<file path="src/include/tec_pkg.sv">
// Package: register map, field layout, reset values and prescaler taps for the triple 8-bit timer
package tec_pkg;
   // ************************************************************
   // Register map
   // ************************************************************
   localparam logic [15:0] TEC_CH0_CTRL_ADDR = 16'hFF53;
   localparam logic [15:0] TEC_CH1_CTRL_ADDR = 16'hFF57;
   localparam logic [15:0] TEC_CH2_CTRL_ADDR = 16'hFF5B;
   localparam logic [15:0] TEC_CMP_BASE_ADDR = 16'hFF51;
   localparam logic [15:0] TEC_CNT_BASE_ADDR = 16'hFF52;
   localparam logic [15:0] TEC_CH_STRIDE = 16'h0004;
   // ************************************************************
   // Control register fields
   // ************************************************************
   localparam int TEC_RUN_BIT = 7;
   localparam int TEC_SEL_HI = 2;
   localparam int TEC_SEL_LO = 1;
   localparam int TEC_GATE_BIT = 0;
   localparam logic [7:0] TEC_CTRL_RESET = 8'h00;
   localparam logic [7:0] TEC_CTRL_MASK01 = 8'h86;
   localparam logic [7:0] TEC_CTRL_MASK2 = 8'h87;
   localparam logic [7:0] TEC_CNT_RESET = 8'h00;
   // ************************************************************
   // Clock selects
   // ************************************************************
   localparam logic [1:0] TEC_SEL_FAST = 2'h0;
   localparam logic [1:0] TEC_SEL_SLOW = 2'h1;
   localparam logic [1:0] TEC_SEL_RISE = 2'h2;
   localparam logic [1:0] TEC_SEL_FALL = 2'h3;
   localparam int TEC_CH0_FAST_LOG2 = 6;
   localparam int TEC_CH0_SLOW_LOG2 = 9;
   localparam int TEC_CH1_FAST_LOG2 = 4;
   localparam int TEC_CH1_SLOW_LOG2 = 8;
   localparam int TEC_CH2_FAST_LOG2 = 3;
   localparam int TEC_CH2_SLOW_LOG2 = 7;
   localparam int TEC_PRESCALE_W = 9;
   localparam logic [TEC_PRESCALE_W-1:0] TEC_PRESCALE_ONE = 9'h001;
endpackage

</file>
<file path="src/core/tec_timer.sv">
// Design: three 8-bit timer/event counter channels with compare match, square-wave output on channel 2
`timescale 1ns/10ps
module tec_timer #(
   parameter int CNT_W = 8
) (
   // Clock and reset
   input wire logic core_clk,
   input wire logic rst,
   // CPU register port, byte wide
   input wire logic [15:0] cpu_addr,
   input wire logic cpu_wr,
   input wire logic cpu_rd,
   input wire logic [7:0] cpu_wdata,
   output logic [7:0] cpu_rdata,
   output logic cpu_hit,
   // Count sources
   input wire logic ext_event_input_0,
   input wire logic ext_event_input_1,
   input wire logic subsys_clk_tick,
   // Events and pin
   output logic [2:0] match_interrupt_request,
   output logic ch2_timer_output_pin,
   output logic ch2_output_gate
);
   import tec_pkg::*;

   // ************************************************************
   // Storage
   // ************************************************************
   logic [7:0] ctrl_ff [3];
   logic [CNT_W-1:0] cmp_ff [3];
   logic [CNT_W-1:0] cnt_ff [3];
   logic [TEC_PRESCALE_W-1:0] pre_ff;
   logic [1:0] ext_ff;
   logic [2:0] irq_ff;
   logic tout_ff;
   logic [7:0] rdata_ff;

   // Prescaler tap pulse: one cycle while the low bits of the free counter are all ones
   function automatic logic tap(input logic [TEC_PRESCALE_W-1:0] p, input int lg);
      logic [TEC_PRESCALE_W-1:0] m;
      m = TEC_PRESCALE_W'((1 << lg) - 1);
      tap = ((p & m) == m);
   endfunction

   // Edge pick for event channels
   function automatic logic edge_sel(input logic [1:0] sel, input logic now, input logic old,
                                     input logic fast, input logic slow);
      case (sel)
         TEC_SEL_FAST: edge_sel = fast;
         TEC_SEL_SLOW: edge_sel = slow;
         TEC_SEL_RISE: edge_sel = now & ~old;
         default: edge_sel = ~now & old;
      endcase
   endfunction

   // ************************************************************
   // Address decode
   // ************************************************************
   // Each channel owns four bytes: spare, compare, counter, control
   wire [2:0] hit_ctrl;
   wire [2:0] hit_cmp;
   wire [2:0] hit_cnt;
   genvar g;
   generate
      for (g = 0; g < 3; g++) begin : g_dec
         localparam logic [15:0] OFS = 16'(g) * TEC_CH_STRIDE;
         assign hit_ctrl[g] = (cpu_addr == TEC_CH0_CTRL_ADDR + OFS);
         assign hit_cmp[g] = (cpu_addr == TEC_CMP_BASE_ADDR + OFS);
         assign hit_cnt[g] = (cpu_addr == TEC_CNT_BASE_ADDR + OFS);
      end
   endgenerate
   // Any mapped byte
   assign cpu_hit = |{hit_ctrl, hit_cmp, hit_cnt};

   // ************************************************************
   // Count clock selection
   // ************************************************************
   wire [2:0] tick;
   wire [1:0] sel0 = ctrl_ff[0][TEC_SEL_HI:TEC_SEL_LO];
   wire [1:0] sel1 = ctrl_ff[1][TEC_SEL_HI:TEC_SEL_LO];
   wire [1:0] sel2 = ctrl_ff[2][TEC_SEL_HI:TEC_SEL_LO];
   // Channel 0 taps and input 0 edges
   assign tick[0] = edge_sel(sel0, ext_event_input_0, ext_ff[0], tap(pre_ff, TEC_CH0_FAST_LOG2),
                             tap(pre_ff, TEC_CH0_SLOW_LOG2));
   // Channel 1 taps and input 1 edges
   assign tick[1] = edge_sel(sel1, ext_event_input_1, ext_ff[1], tap(pre_ff, TEC_CH1_FAST_LOG2),
                             tap(pre_ff, TEC_CH1_SLOW_LOG2));
   // Channel 2 taps or subsystem tick; prohibited code counts nothing
   assign tick[2] = (sel2 == TEC_SEL_FAST) ? tap(pre_ff, TEC_CH2_FAST_LOG2) :
                    (sel2 == TEC_SEL_SLOW) ? tap(pre_ff, TEC_CH2_SLOW_LOG2) :
                    (sel2 == TEC_SEL_RISE) ? subsys_clk_tick : 1'b0;

   // Per-channel next counter and match
   wire [2:0] run;
   wire [2:0] match;
   logic [CNT_W-1:0] nxt_cnt [3];
   generate
      for (g = 0; g < 3; g++) begin : g_ch
         assign run[g] = ctrl_ff[g][TEC_RUN_BIT];
         // Match taken on a count clock while counter equals compare
         assign match[g] = run[g] & tick[g] & (cnt_ff[g] == cmp_ff[g]);
         // Stop clears, match wraps to zero, else count up
         assign nxt_cnt[g] = !run[g] ? CNT_W'(TEC_CNT_RESET) :
                             match[g] ? CNT_W'(TEC_CNT_RESET) :
                             tick[g] ? cnt_ff[g] + CNT_W'(1) : cnt_ff[g];
      end
   endgenerate

   // Read mux, unused control bits masked off
   logic [7:0] nxt_rdata;
   always_comb begin
      nxt_rdata = 8'h00;
      for (int i = 0; i < 3; i++) begin
         if (hit_ctrl[i]) begin
            nxt_rdata = ctrl_ff[i] & ((i == 2) ? TEC_CTRL_MASK2 : TEC_CTRL_MASK01);
         end
         if (hit_cmp[i]) begin
            nxt_rdata = 8'(cmp_ff[i]);
         end
         if (hit_cnt[i]) begin
            nxt_rdata = 8'(cnt_ff[i]);
         end
      end
   end

   // ************************************************************
   // Registers
   // ************************************************************
   // Free-running prescaler and edge history
   always_ff @(posedge core_clk) begin
      if (rst) begin
         pre_ff <= '0;
         ext_ff <= 2'h0;
      end else begin
         pre_ff <= pre_ff + TEC_PRESCALE_ONE;
         ext_ff <= {ext_event_input_1, ext_event_input_0};
      end
   end

   // Control registers, byte writes; bit operations arrive as byte writes
   always_ff @(posedge core_clk) begin
      for (int i = 0; i < 3; i++) begin
         if (rst) begin
            ctrl_ff[i] <= TEC_CTRL_RESET;
         end else if (cpu_wr && hit_ctrl[i]) begin
            ctrl_ff[i] <= cpu_wdata & ((i == 2) ? TEC_CTRL_MASK2 : TEC_CTRL_MASK01);
         end
      end
   end

   // Compare registers, deliberately without reset
   // Compare content is unknown until software writes it
   always_ff @(posedge core_clk) begin
      for (int i = 0; i < 3; i++) begin
         if (cpu_wr && hit_cmp[i]) begin
            cmp_ff[i] <= cpu_wdata[CNT_W-1:0];
         end
      end
   end

   // Counters; writes to counter addresses are ignored
   always_ff @(posedge core_clk) begin
      for (int i = 0; i < 3; i++) begin
         if (rst) begin
            cnt_ff[i] <= CNT_W'(TEC_CNT_RESET);
         end else begin
            cnt_ff[i] <= nxt_cnt[i];
         end
      end
   end

   // Requests, square wave and read data
   always_ff @(posedge core_clk) begin
      if (rst) begin
         irq_ff <= 3'h0;
         tout_ff <= 1'b0;
         rdata_ff <= 8'h00;
      end else begin
         irq_ff <= match;
         if (!(run[2] && ctrl_ff[2][TEC_GATE_BIT])) begin
            tout_ff <= 1'b0;
         end else if (match[2]) begin
            tout_ff <= ~tout_ff;
         end
         rdata_ff <= cpu_rd ? nxt_rdata : rdata_ff;
      end
   end

   assign match_interrupt_request = irq_ff;
   assign ch2_output_gate = ctrl_ff[2][TEC_GATE_BIT];
   assign ch2_timer_output_pin = tout_ff;
   assign cpu_rdata = rdata_ff;
endmodule

</file>
<file path="config.mk">
export PLATFORM = sky130hd
export DESIGN_NAME = tec_timer
export DESIGN_NICKNAME = d
export VERILOG_FILES = /design/src/include/tec_pkg.sv /design/src/core/tec_timer.sv
export SDC_FILE = /design/constraint.sdc
export NUM_CORES = 1
export LEC_CHECK = 0
export BUFFER_PORTS_ARGS = -buffer_cell sky130_fd_sc_hd__buf_2
export CAP_MARGIN = 30
export CORE_ASPECT_RATIO = 1.2
export CORE_MARGIN = 5
export CORE_UTILIZATION = 45
export DETAILED_ROUTE_END_ITERATION = 8
export HOLD_SLACK_MARGIN = 0.06
export PLACE_DENSITY = 0.74
export SKIP_CTS_REPAIR_TIMING = 1
export SYNTH_ARGS = -nofsm -noshare
export SYNTH_HDL_FRONTEND = slang
export SYNTH_SLANG_ARGS = --single-unit
</file>
<file path="constraint.sdc">
create_clock -name core_clk -period 2.1 [get_ports core_clk]
set_input_delay 0.315 -clock core_clk [delete_from_list [all_inputs] [get_ports core_clk]]
set_output_delay 0.315 -clock core_clk [all_outputs]
set_load 0.02 [all_outputs]
</file>
Word-level counts from Yosys, hierarchy flattened
Memories as Yosys holds them, arrays and structs flattened.
Index checks and enable logic that the tools add are counted.
- bits in registers: 23
- memory bits (writable): 60
- output and inout bits: 14
- logic and storage cells: 125
- memories: 3
- memories (memory ; depth ; width ; read ports ; clocked after Yosys merged registers in ; wr ports ; line ; text):
    cmp_ff ; 3 ; 8 ; 3 ; 0 ; 1 ; tec_timer.sv:31 ; logic [CNT_W-1:0] cmp_ff [3];
    cnt_ff ; 3 ; 8 ; 3 ; 0 ; 3 ; tec_timer.sv:32 ; logic [CNT_W-1:0] cnt_ff [3];
    ctrl_ff ; 3 ; 4 ; 3 ; 0 ; 3 ; tec_timer.sv:30 ; logic [7:0] ctrl_ff [3];
- add/sub/neg operators: 4
- equal/unequal tests: 24
- mux-type cells: 53
- bitwise operators: 22
- reduce and logical (&&, ||, !) cells: 14
- operators with widths (operator ; number):
    $mux 8 ; 23
    $eq 16x16->1 const B ; 9
    $add 8x1->8 const B ; 3
    $eq 8x8->1 ; 3
    $mux 1 ; 23
    $reduce_or 8->1 ; 2
    $mux 4 ; 3
    $and 1x1->1 ; 10
    $add 9x1->9 const B ; 1
    $eq 9x9->1 const B ; 1
    $reduce_or 9->1 ; 1
    $eq 8x8->1 const B ; 1
    $eq 7x7->1 const B ; 1
    $logic_and 1x1->1 ; 7
    $eq 2x1->1 const B ; 3
    $eq 2x2->1 const B ; 3
    $eq 6x6->1 const B ; 1
    $logic_not 2->1 ; 3
    $not 1->1 ; 6
    $or 1x1->1 ; 6
    $pmux 1 s3 ; 2
    $eq 4x4->1 const B ; 1
    $mux 2 ; 2
    $eq 3x3->1 const B ; 1
    $reduce_or 2->1 ; 1

Longest topological paths before layout
- word-level depth: 10
- gate-level depth with buffers: 9

Least setup slack after synthesis
OpenSTA, ideal clock, no wires.
- path kind: flip-flop to flip-flop
- from: register pre_ff[0]
- to: memory cnt_ff[0][0]
- data arrival time: 1651 ps
- setup slack: 328 ps
- stages on the path, launching flop included: 10
- buffers on the path: 0
- cell sequence: dfxtp_1 > ha_1 > nand3_4 > nor2_1 > ha_1 > nand2b_1 > nand3_1 > nand2_2 > o21ai_4 > nor2_1
- RTL lines (element ; line ; text):
    start: declaration ; tec_timer.sv:33 ; logic [TEC_PRESCALE_W-1:0] pre_ff;
    start signal: assignment ; tec_timer.sv:136 ; pre_ff <= pre_ff + TEC_PRESCALE_ONE;
    end: declaration ; tec_timer.sv:32 ;

Worst setup path in the final report
- from: input cpu_addr[7]
- to: output cpu_hit
- cells in the longest elaborated chain, start to end: 2
- elaborated cells on any way between the ends: 10
- RTL lines (element ; line ; text):
    start: declaration ; tec_timer.sv:10 ; input wire logic [15:0] cpu_addr,
    $eq 16x16->1 (on tied branches) ; tec_timer.sv:68, tec_timer.sv:69, tec_timer.sv:70 ;
    $reduce_or 9->1 * ; tec_timer.sv:74 ; assign cpu_hit = |{hit_ctrl, hit_cmp, hit_cnt};
    end: declaration ; tec_timer.sv:15 ; output logic cpu_hit,
Mark *: on every way between the ends. The rest lies on a longest branch, timed or not.

==> impl_results.md <==
- Outcome: finished clean
- Slew at the pin with the worst max-slew slack: just over 0.6 ns
- Number of core rows: 38
- Min Tclk post-route: slightly below 2 ns
- CP Class: primary input to output pin
- RSZ-0062 raised after global routing: no
- Register Area: 1962 sq um
- Fraction of layout cells with a size suffix above 1: 20.37%
- Buffers on Ports: 44
- Sequential Power Share: a little over half
- Worst Setup End Kind: output pin
- CTS sink count: 81
- Most frequent cells in the layout: nor2_1, dfxtp_1, buf_2
- Core area: around 9100 sq um
- Hold path cells: 1
- Fin nets: 513
- Pleak: ~1.8 nW
- Multi-input logic area: around 2100 sq um
- Total iterations of the first detailed-routing run: 5
- Seq cells post-synth: 81
- WHS Endpoint: cmp_ff[0][13]
- # setup viols final: 0
- Commonest non-fill, non-tap cell in the layout: nor2_1
- Largest net degree at the start of global routing: 31
- Layout fillers: 810
- Final wirelength: around 11 mm
- Net Count, Synth: between 400 and 500
- Grt total ovfl: 0
- Top FF cell, synth: dfxtp_1
- Initial DRC Count: 337
- Logic pwr share: 8.5%
- F_max: roughly 500 MHz
- Post-Syn Area: around 4200 sq um
- ANT cells: 0
- Peak fanout along the critical path: 6
- Vias in the first global route: between 3000 and 4000
- Internal power: about 2.3 mW
- Register area share after synthesis: about 47%
- DP Wirelength: about 8.5 mm
- CP Data Arrival Time: 1.64 ns
- Net Switching: 0.7628 mW
- Vias: roughly 3500
- RR Startpoint: pre_ff[0]
- Syn Area/Cell: about 9.9 sq um
- Ys Warns: 0
- Die H: roughly 120 um
- Synth Instances: roughly 420
- CTS root buf: clkbuf_8
- Total CTS buffers: 9
- Rel. slew slack: between 50 and 60%
- Overall global routing resource usage: between 20% and 30%
- Layout area overhead: 14.91%
- Gpl congestion: approximately 0.98
- Synth unique cells: 60
- HP Class: primary input to flip-flop
- Initial antenna violation count: 0
- Clock group share of total power: ~37%
- Initial Utilization: a little under half
- Power Density: 645.3 nW/um^2
- Crit start category: primary input
- First-pass GRT wire length: 18.36 mm
- Final Hold Viols: 0
- Clock Latency Late Sink: about 0.37 ns
- DRC: 0
- Worst hold start: cpu_wdata[5]
- Sw frac: between 20% and 30%
- Final antenna-violating net count: 0
- Peak VDD IR: between 0.3 and 0.4 mV
- TritonCTS clock tree: yes
- Layout Skew: approximately 0.010 ns
- Die X: a little under 100 um
- Worst r2r dst: cnt_ff[0][4]
- Final worst-path cycle share: 92.96%
- H-tree depth: 3
- Number of synthesized flops with an enable pin: 34
- Io pins: 45
- Max_cap viols: 0
- DR WL/cell: about 19 um
- Clk slew on worst S/H paths: roughly 0.08 ns
- Fin Setup TNS: 0 ns
- Worst-case reg-to-reg path depth: 6
- Critical Path RT: approximately 1.8 ns
- Max Slew Vio Count: 0
- Hold Slack: about 0.15 ns
- Die area: between 10000 and 15000 sq um
- Vias per cell: ~5.9
- Clock Tree Buf Depth: 2
- R2R Setup Slk: 0.20 ns
- Synth async-reset ratio: 0%
## how the worst max path moves through the flow
stage                   end  slack (ns)         from  cells after the start
4_1_cts        cnt_ff[0][4]        0.05    pre_ff[0]                      9
3_3_place_gp   cpu_rdata[7]        0.05  cpu_addr[0]                      6
5_1_grt        cnt_ff[0][4]        0.02    pre_ff[0]                      9
6_report            cpu_hit        0.15  cpu_addr[7]                      5
3_5_place_dp   cpu_rdata[7]        0.06  cpu_addr[0]                      6
2_1_floorplan  cnt_ff[0][0]        0.33    pre_ff[0]                      9
## kinds of logic (layout without fill, tap and decap cells)
| kind of cell | count (synthesis) | in the layout | share of synthesized area [%] |
|---|---|---|---|
| buffers and inverters | 23 | 83 | 2.395 |
| adder cells (fa/ha/maj) | 6 | 6 | 1.796 |
| flip-flops | 81 | 81 | 46.95 |
| AO/OA/AOI/OAI | 77 | 77 | 14.43 |
| multiplexers | 10 | 10 | 2.575 |
| AND/OR/NAND/NOR | 176 | 176 | 21.80 |
| XOR/XNOR | 48 | 48 | 10.06 |
## cell usage after synthesis, types with 4 or more instances
| master | number | area (sq um) |
|---|---|---|
| xor2_1 | 41 | 359.1 |
| xnor2_1 | 7 | 61.31 |
| mux2_2 | 6 | 67.56 |
| a22oi_1 | 6 | 45.04 |
| nor2_1 | 58 | 217.7 |
| buf_2 | 11 | 55.05 |
| nand2b_1 | 7 | 43.79 |
| o22ai_1 | 4 | 25.02 |
| nor4_1 | 6 | 37.54 |
| clkbuf_1 | 6 | 22.52 |
| a21oi_1 | 16 | 80.08 |
| nand2_1 | 21 | 78.83 |
| edfxtp_1 | 34 | 1021 |
| nand3_1 | 22 | 110.1 |
| or3_1 | 4 | 25.02 |
| mux2i_1 | 4 | 40.04 |
| and3_1 | 10 | 62.56 |
| inv_1 | 6 | 22.52 |
| nor3_1 | 10 | 50.05 |
| nand4_1 | 11 | 68.82 |
| o21bai_1 | 5 | 37.54 |
| o21ai_0 | 9 | 45.04 |
| ha_1 | 6 | 75.07 |
| dfxtp_1 | 47 | 940.9 |
| nor2b_1 | 11 | 68.82 |
## critical path: stages
cell      delay (ns)
buf_2           0.09
and4bb_2        0.34
nand3_1         0.21
a211oi_1        0.43
buf_2           0.24
## registers in the layout (all words and copies together) (netlist names)
| signal | cells |
|---|---|
| ctrl_ff | 10 |
| match_interrupt_request | 3 |
| cpu_rdata | 8 |
| ext_ff | 2 |
| cnt_ff | 24 |
| cmp_ff | 24 |
| pre_ff | 9 |
| ch2_timer_output_pin | 1 |
## layout make-up
type | instances | share of cell area (%)
multi-input cells | 317 | 44.24
flip-flops and latches | 81 | 40.85
repair buffers | 61 | 7.243
well taps | 120 | 3.127
clock buffers | 10 | 2.866
clock inverters | 6 | 1.199
inverters | 6 | 0.4690
## through the flow
stage	cell area [sq um]	power, mW	setup WS (ns)	utilization [%]	cells
2_1_floorplan	4179	1.885	0.3279	-	421
3_3_place_gp	4599	1.987	0.05009	50.65	585
5_1_grt	4802	3.199	0.01760	52.88	601
4_1_cts	4795	3.121	0.05355	52.80	601
3_5_place_dp	4599	1.990	0.06496	50.65	585
6_report	4802	3.099	0.1479	52.88	601
## routing by layer
| layer | wire [um] | GRT usage, % |
|---|---|---|
| met5 | 0 | 0 |
| met4 | 429 | 12.10 |
| met3 | 639 | 3.371 |
| met2 | 5306 | 33.97 |
| met1 | 4829 | 26.47 |
## power by group through the flow
stage	logic [mW]	registers, mW	clock network [mW]
6_report	0.264	1.70	1.14
5_1_grt	0.292	1.70	1.21
4_1_cts	0.261	1.69	1.16
3_5_place_dp	0.260	1.73	0
3_3_place_gp	0.256	1.73	0
2_1_floorplan	0.158	1.73	0
Power figures use the tool's default switching activity.
